<file path="config.mk">
export PLATFORM = sky130hd
export DESIGN_NAME = mdl_margin_dac
export DESIGN_NICKNAME = d
export VERILOG_FILES = /design/src/hw/mdl_pkg.sv /design/src/hw/mdl_margin_dac.sv /design/src/hw/mdl_buf_seq.sv
export SDC_FILE = /design/constraint.sdc
export NUM_CORES = 1
export LEC_CHECK = 0
export ABC_AREA = 1
export BUFFER_PORTS_ARGS = -buffer_cell sky130_fd_sc_hd__clkbuf_2
export CAP_MARGIN = 30
export CORE_AREA = 2 2 177 179
export CTS_BUF_LIST = sky130_fd_sc_hd__clkbuf_8
export CTS_CLUSTER_DIAMETER = 40
export DETAILED_ROUTE_END_ITERATION = 7
export DIE_AREA = 0 0 179 181
export PLACE_DENSITY_LB_ADDON = 0.25
export REMOVE_ABC_BUFFERS = 1
export SETUP_SLACK_MARGIN = 0.2
export SLEW_MARGIN = 20
export SYNTH_ARGS = -nofsm -noshare
export SYNTH_HDL_FRONTEND = slang
export SYNTH_SLANG_ARGS = --single-unit
export TNS_END_PERCENT = 20
</file>
<file path="constraint.sdc">
create_clock -name mclk_i -period 3.4 [get_ports mclk_i]
set_input_delay 0.17 -clock mclk_i [delete_from_list [all_inputs] [get_ports mclk_i]]
set_output_delay 0.17 -clock mclk_i [all_outputs]
set_load 0.005 [all_outputs]
</file>
<file path="src/hw/mdl_pkg.sv">
`default_nettype none
package mdl_pkg;
  // Channel count and code width
  localparam int unsigned MDL_NUM_CH    = 6;
  localparam int unsigned MDL_CODE_W    = 8;
  localparam int unsigned MDL_ADDR_W    = 6;
  // Register offsets: channel n uses base + n
  localparam logic [5:0] MDL_OFS_CODE   = 6'h00;
  localparam logic [5:0] MDL_OFS_LOWER  = 6'h08;
  localparam logic [5:0] MDL_OFS_UPPER  = 6'h10;
  localparam logic [5:0] MDL_OFS_CTRL   = 6'h18;
  localparam logic [5:0] MDL_OFS_STAT   = 6'h20;
  // Control field layout: [1:0] range select, [2] enable
  localparam int unsigned MDL_CTRL_RANGE_LSB = 0;
  localparam int unsigned MDL_CTRL_EN_BIT    = 2;
  // Status field layout: [7:0] applied code, [8] driving, [9] tristated by limits
  localparam int unsigned MDL_STAT_DRV_BIT   = 8;
  localparam int unsigned MDL_STAT_TRI_BIT   = 9;
  // Reset values
  localparam logic [7:0] MDL_CODE_RST   = 8'h7F;
  localparam logic [7:0] MDL_LOWER_RST  = 8'hFF;
  localparam logic [7:0] MDL_UPPER_RST  = 8'h00;
  localparam logic [1:0] MDL_RANGE_RST  = 2'h0;
  localparam logic [7:0] MDL_MIDCODE    = 8'h7F;
  // Range select encodings: midcode at 0.6, 0.8, 1.0, 1.25 V
  localparam logic [1:0] MDL_RANGE_0V60 = 2'h0;
  localparam logic [1:0] MDL_RANGE_0V80 = 2'h1;
  localparam logic [1:0] MDL_RANGE_1V00 = 2'h2;
  localparam logic [1:0] MDL_RANGE_1V25 = 2'h3;
  // Buffer settle time in pin-following mode before driving
  localparam int unsigned MDL_SETTLE_NS  = 1000;
  localparam int unsigned MDL_CLK_MHZ    = 125;
  localparam int unsigned MDL_SETTLE_CYC = (MDL_SETTLE_NS * MDL_CLK_MHZ + 999) / 1000;
  // Per-channel buffer sequence
  typedef enum logic [1:0] {
    MDL_ST_OFF    = 2'b00,
    MDL_ST_FOLLOW = 2'b01,
    MDL_ST_DRIVE  = 2'b10
  } mdl_buf_st_t;
endpackage
`default_nettype wire

</file>
<file path="src/hw/mdl_margin_dac.sv">
// Added by the designer: the placing of the registers and the address-and-strobe port.
`default_nettype none
module mdl_margin_dac
  import mdl_pkg::*;
#(
  parameter int unsigned NUM_CH     = MDL_NUM_CH,
  parameter int unsigned SETTLE_CYC = MDL_SETTLE_CYC
) (
  input  wire logic                    mclk_i,
  input  wire logic                    reset_n_i,
  input  wire logic [MDL_ADDR_W-1:0]   addr_i,
  input  wire logic [15:0]             wdata_i,
  input  wire logic                    wr_i,
  input  wire logic                    rd_i,
  output logic      [15:0]             rdata_o,
  input  wire logic                    nv_load_i,
  input  wire logic [NUM_CH*8-1:0]     nv_lower_i,
  input  wire logic [NUM_CH*8-1:0]     nv_upper_i,
  output logic                         cfg_done_o,
  output logic      [NUM_CH*8-1:0]     dac_code_o,
  output logic      [NUM_CH*2-1:0]     dac_range_o,
  output logic      [NUM_CH-1:0]       buf_power_o,
  output logic      [NUM_CH-1:0]       buf_src_dac_o,
  output logic      [NUM_CH-1:0]       buf_drive_o
);
  ////////////////////////////////////////////////////////////////////////
  // Configuration download gate: buffer outputs stay off until limits are loaded
  logic cfg_done_r;
  always_ff @(posedge mclk_i) begin
    if (!reset_n_i) cfg_done_r <= 1'b0;
    else if (nv_load_i) cfg_done_r <= 1'b1;
  end
  assign cfg_done_o = cfg_done_r;

  logic [15:0] rd_mux [NUM_CH*5];

  genvar g;
  generate
    for (g = 0; g < NUM_CH; g++) begin : g_ch
      logic [7:0] code_r;
      logic [7:0] lower_r;
      logic [7:0] upper_r;
      logic [1:0] range_r;
      logic       en_r;
      wire        sel_code  = (addr_i == MDL_OFS_CODE  + 6'(g));
      wire        sel_lower = (addr_i == MDL_OFS_LOWER + 6'(g));
      wire        sel_upper = (addr_i == MDL_OFS_UPPER + 6'(g));
      wire        sel_ctrl  = (addr_i == MDL_OFS_CTRL  + 6'(g));
      wire [7:0]  nv_lo     = nv_lower_i[g*8 +: 8];
      wire [7:0]  nv_hi     = nv_upper_i[g*8 +: 8];
      // Unsigned compare, purely combinational
      wire        lim_bad   = (lower_r > upper_r);
      wire        below     = (code_r < lower_r);
      wire        above     = (code_r > upper_r);
      wire [7:0]  clamped   = below ? lower_r : (above ? upper_r : code_r);
      wire        tri_st    = lim_bad || !cfg_done_r;
      logic       drv;
      // The state flop lags a limit write by one cycle, so gate the pin here
      wire        drv_out   = drv && !tri_st;

      always_ff @(posedge mclk_i) begin
        if (!reset_n_i) begin
          code_r  <= MDL_CODE_RST;
          lower_r <= MDL_LOWER_RST;
          upper_r <= MDL_UPPER_RST;
          range_r <= MDL_RANGE_RST;
          en_r    <= 1'b0;
        end else begin
          if (wr_i && sel_code) code_r <= wdata_i[7:0];
          // Download overrides a same-cycle software write
          if (nv_load_i) begin
            lower_r <= nv_lo;
            upper_r <= nv_hi;
          end else begin
            if (wr_i && sel_lower) lower_r <= wdata_i[7:0];
            if (wr_i && sel_upper) upper_r <= wdata_i[7:0];
          end
          if (wr_i && sel_ctrl) begin
            range_r <= wdata_i[MDL_CTRL_RANGE_LSB +: 2];
            en_r    <= wdata_i[MDL_CTRL_EN_BIT];
          end
        end
      end

      mdl_buf_seq #(
        .SETTLE_CYC (SETTLE_CYC)
      ) u_seq (
        .mclk_i        (mclk_i),
        .reset_n_i     (reset_n_i),
        .enable_i      (en_r),
        .tristate_i    (tri_st),
        .buf_power_o   (buf_power_o[g]),
        .buf_src_dac_o (buf_src_dac_o[g]),
        .buf_drive_o   (drv)
      );
      assign buf_drive_o[g] = drv_out;

      // Analog DAC decodes unsigned code about midcode per selected range
      assign dac_code_o[g*8 +: 8]  = clamped;
      assign dac_range_o[g*2 +: 2] = range_r;

      assign rd_mux[g]            = {8'h00, code_r};
      assign rd_mux[NUM_CH + g]   = {8'h00, lower_r};
      assign rd_mux[2*NUM_CH + g] = {8'h00, upper_r};
      assign rd_mux[3*NUM_CH + g] = {13'h0000, en_r, range_r};
      assign rd_mux[4*NUM_CH + g] = {6'h00, lim_bad, drv_out, clamped};
    end
  endgenerate

  ////////////////////////////////////////////////////////////////////////
  // Read decode; unmapped addresses read zero
  logic [15:0] rd_sel;
  always_comb begin
    rd_sel = 16'h0000;
    for (int i = 0; i < NUM_CH; i++) begin
      if (addr_i == MDL_OFS_CODE  + 6'(i)) rd_sel = rd_mux[i];
      if (addr_i == MDL_OFS_LOWER + 6'(i)) rd_sel = rd_mux[NUM_CH + i];
      if (addr_i == MDL_OFS_UPPER + 6'(i)) rd_sel = rd_mux[2*NUM_CH + i];
      if (addr_i == MDL_OFS_CTRL  + 6'(i)) rd_sel = rd_mux[3*NUM_CH + i];
      if (addr_i == MDL_OFS_STAT  + 6'(i)) rd_sel = rd_mux[4*NUM_CH + i];
    end
  end

  logic [15:0] rdata_r;
  always_ff @(posedge mclk_i) begin
    if (!reset_n_i) rdata_r <= 16'h0000;
    else if (rd_i) rdata_r <= rd_sel;
    else rdata_r <= 16'h0000;
  end
  assign rdata_o = rdata_r;
endmodule
`default_nettype wire

</file>
<file path="src/hw/mdl_buf_seq.sv">
`default_nettype none
module mdl_buf_seq
  import mdl_pkg::*;
#(
  parameter int unsigned SETTLE_CYC = MDL_SETTLE_CYC
) (
  input  wire logic mclk_i,
  input  wire logic reset_n_i,
  input  wire logic enable_i,
  input  wire logic tristate_i,
  output logic      buf_power_o,
  output logic      buf_src_dac_o,
  output logic      buf_drive_o
);
  ////////////////////////////////////////////////////////////////////////
  localparam int unsigned CW = $clog2(SETTLE_CYC + 1);
  mdl_buf_st_t   state_r;
  mdl_buf_st_t   state_nxt;
  logic [CW-1:0] cnt_r;
  logic [CW-1:0] cnt_nxt;
  wire           go      = enable_i && !tristate_i;
  wire           settled = (cnt_r == CW'(SETTLE_CYC - 1));

  always_comb begin
    state_nxt = state_r;
    cnt_nxt   = '0;
    case (state_r)
      MDL_ST_OFF: begin
        if (go) state_nxt = MDL_ST_FOLLOW;
      end
      MDL_ST_FOLLOW: begin
        cnt_nxt = cnt_r + CW'(1);
        if (!go) state_nxt = MDL_ST_OFF;
        else if (settled) state_nxt = MDL_ST_DRIVE;
      end
      MDL_ST_DRIVE: begin
        if (!go) state_nxt = MDL_ST_OFF;
      end
      default: state_nxt = MDL_ST_OFF;
    endcase
  end

  always_ff @(posedge mclk_i) begin
    if (!reset_n_i) begin
      state_r <= MDL_ST_OFF;
      cnt_r   <= '0;
    end else begin
      state_r <= state_nxt;
      cnt_r   <= cnt_nxt;
    end
  end

  ////////////////////////////////////////////////////////////////////////
  // Pin is never driven before the buffer has tracked it
  assign buf_power_o   = (state_r != MDL_ST_OFF);
  assign buf_src_dac_o = (state_r == MDL_ST_DRIVE);
  assign buf_drive_o   = (state_r == MDL_ST_DRIVE);
endmodule
`default_nettype wire

</file>
==> reports/metrics.yaml <==
drc: 0
peakVddDrop_mv: 0.3288
drtIter0Drc: 1438
cts_sinks: 227
clock_path_buffers: 3
numCtsBuffers: 46
layout_setup_ws_ns: 0.1315
num_rows: 64
crit_arrival_ns: 3.10
grt_pass1_wl_mm: 85.51
synth_seq_cells: 227
drtPass1Iterations: 6
hold_slack_ns: 0.02178
start_util: 0.4968
htreeDepth: 2
syn_area_sq_um: 15080
gr-total-overflow: 0
ant_nets: 0
clockRootBuffer: "clkbuf_8"
layout_min_cycle_time_ns: 3.268
die_h_um: 181
antenna_found_initial: 3
track_usage: 0.3402
synthFlopType: "dfxtp_1"
path_clk_slew_ns: 0.06
viasPerCell: 5.671
yosysWarnings: 0
tightest_slew_ns: 0.9245
tns_ns: 0
cts_tree: "built"
dp.cells: 2774
seq_area_frac_synth: 0.3014
p_per_area_nw_per_um2: 408.5
drive_gt1_frac: 0.1894
hp-start: "reset_n_i"
vias: 16910
dp_hpwl_mm: 41.10
fin_worst_skew_ns: 0.01244
maxCapViolCount: 0
dp_slack_ns: 0.1471
clk-insertion-delay-late_ns: 0.58
hold_depth: 2
setup_viol: 0
rsz0062_at_grt: "true"
port_buffers: 203
r2r-start: "g_ch[0].upper_r[7]"
finalNetCount: 2821
layout_common_cells: "505 x nand2_1, 263 x inv_1, 250 x a21oi_1"
final_hold_viol_count: 0
drv_slew: 0
gp_congestion: 0.9518
required_ns: 3.23
criticalPathCategory: "reg -> out"
status: "finished, final reports clean"
wl_per_cell_um: 19.04
grt_pass1_vias: 15768
reg2reg_depth: 26
fillCellCount: 2830
timing.rr.end: "rdata_o[6]"
drt_wl_total_mm: 56.77
layout_commonest_cell: "nand2_1"
period_share: 0.9613
p_leak_nw: 8.598
reg2reg_slack_ns: 0.25
min_to: "g_ch[5].code_r[6]"
final-instance-count-excl-fill: 2982
die_w_um: 179
grt_max_degree: 109
hp-class: "in -> reg"
syn_avg_cell_area_sq_um: 6.825
slew_headroom: 0.3814
die_area_sq_um: 32400
io_pins: 218
critPathLaunchType: "register"
max_freq_mhz: 306.0
syn_to_final_growth_pct: 27.06
synth-edff-count: 0
synthArstFlopShare: 0
critPathCaptureType: "primary output"
coreArea_sq_um: 30350
syn_inst: 2209
cp_max_fo: 16
ys_types: 55
[registers in the layout, summed over array words and instances, names as in the netlist]
| signal | cells |
|---|---|
| g_ch.code_r | 48 |
| g_ch.lower_r | 48 |
| g_ch.upper_r | 48 |
| g_ch.u_seq.cnt_r | 42 |
| g_ch.range_r | 12 |
| g_ch.u_seq.state_r | 12 |
| rdata_o | 10 |
| g_ch.en_r | 6 |
| cfg_done_o | 1 |
[kinds of logic after synthesis]
| kind of cell | after synthesis | synth area share |
|---|---|---|
| XOR/XNOR | 8 | 0.004647 |
| buffers and inverters | 374 | 0.1012 |
| adder cells (fa/ha/maj) | 150 | 0.1245 |
| other | 1 | 0.0002487 |
| AND/OR/NAND/NOR | 839 | 0.2364 |
| flip-flops | 227 | 0.3014 |
| AO/OA/AOI/OAI | 610 | 0.2316 |
[synth_stat cells, drive strengths merged (4+ instances only)]
library cell / count / share of area
nand2: 528 / 0.13
inv: 286 / 0.071
a21oi: 256 / 0.085
dfxtp: 227 / 0.30
o21ai: 202 / 0.069
nor2: 152 / 0.044
ha: 150 / 0.12
nand3: 87 / 0.029
o211ai: 60 / 0.030
clkbuf: 46 / 0.011
buf: 38 / 0.017
nand4: 36 / 0.015
o221ai: 31 / 0.018
a31oi: 14 / 0.0058
nor3: 14 / 0.0046
a22oi: 11 / 0.0055
or2: 9 / 0.0037
a211oi: 8 / 0.0040
a21o: 5 / 0.0025
nor3b: 5 / 0.0025
o21a: 5 / 0.0025
o22ai: 5 / 0.0021
a2111oi: 4 / 0.0023
a21boi: 4 / 0.0020
clkinv: 4 / 0.0010
xnor2: 4 / 0.0023
xor2: 4 / 0.0023
[final cells by class]
cell class	count	area [sq um]	area share
multi-input cells	1615	9356	0.4884
flip-flops and latches	227	4578	0.2390
repair buffers	368	2529	0.1320
inverters	290	1094	0.05708
clock buffers	59	812.0	0.04239
well taps	396	495.5	0.02586
clock inverters	23	282.8	0.01476
diodes	4	10.01	0.0005225
[worst max-delay path by stage]
stage | start | endpoint | slack [ns] | cells after the start
2_1_floorplan | g_ch[1].upper_r[1] | rdata_o[2] | 0.85 | 22
3_3_place_gp | g_ch[0].upper_r[7] | rdata_o[1] | 0.18 | 25
3_5_place_dp | g_ch[0].upper_r[7] | rdata_o[1] | 0.15 | 27
4_1_cts | g_ch[4].upper_r[7] | dac_code_o[37] | 0.19 | 11
5_1_grt | g_ch[4].lower_r[1] | dac_code_o[37] | 0.03 | 10
6_report | g_ch[4].lower_r[1] | dac_code_o[37] | 0.13 | 10
[per-layer routing]
layer | track usage | up-vias | wire length (um)
li1 | - | 8143 | -
met1 | 0.4441 | 7750 | 23660
met2 | 0.5192 | 844 | 24370
met3 | 0.07386 | 173 | 5489
met4 | 0.1857 | 0 | 3250
met5 | 0 | - | 0
[report_power, final]
part	internal, mW	switching, mW	leakage, nW
combinational	0.625	0.989	6.15
clock	2.09	1.28	0.592
sequential	2.76	0.0870	1.86
[stage by stage]
stage          cell area [sq um]    util  power, mW
2_1_floorplan              14660       -      3.637
3_3_place_gp               16530  0.5446      4.242
3_5_place_dp               16530  0.5446      4.264
4_1_cts                    18620  0.6135      7.697
5_1_grt                    19150  0.6310      8.149
6_report                   19160  0.6312      7.826
[timing repair]
item                                    in CTS  in global routing
buffers inserted                             0                 20
gates resized for setup                      3                100
pin swaps                                    0                 42
endpoints found under the setup margin      10                 21
endpoints found under the hold margin       98                  0
hold buffers                                98                  0
gates cloned                                 0                  2
[critical path: stages, from the launching register on]
cell and delay, ns:
dfxtp_1 0.43, inv_1 0.09, ha_1 0.27, a21boi_0 0.12, o211ai_1 0.18, nand2_1 0.10, a21o_1 0.16, a21oi_1 0.16
o21ai_2 0.20, o21ai_0 0.58, clkbuf_2 0.23
No activity file was read; power rests on OpenSTA's default activity.
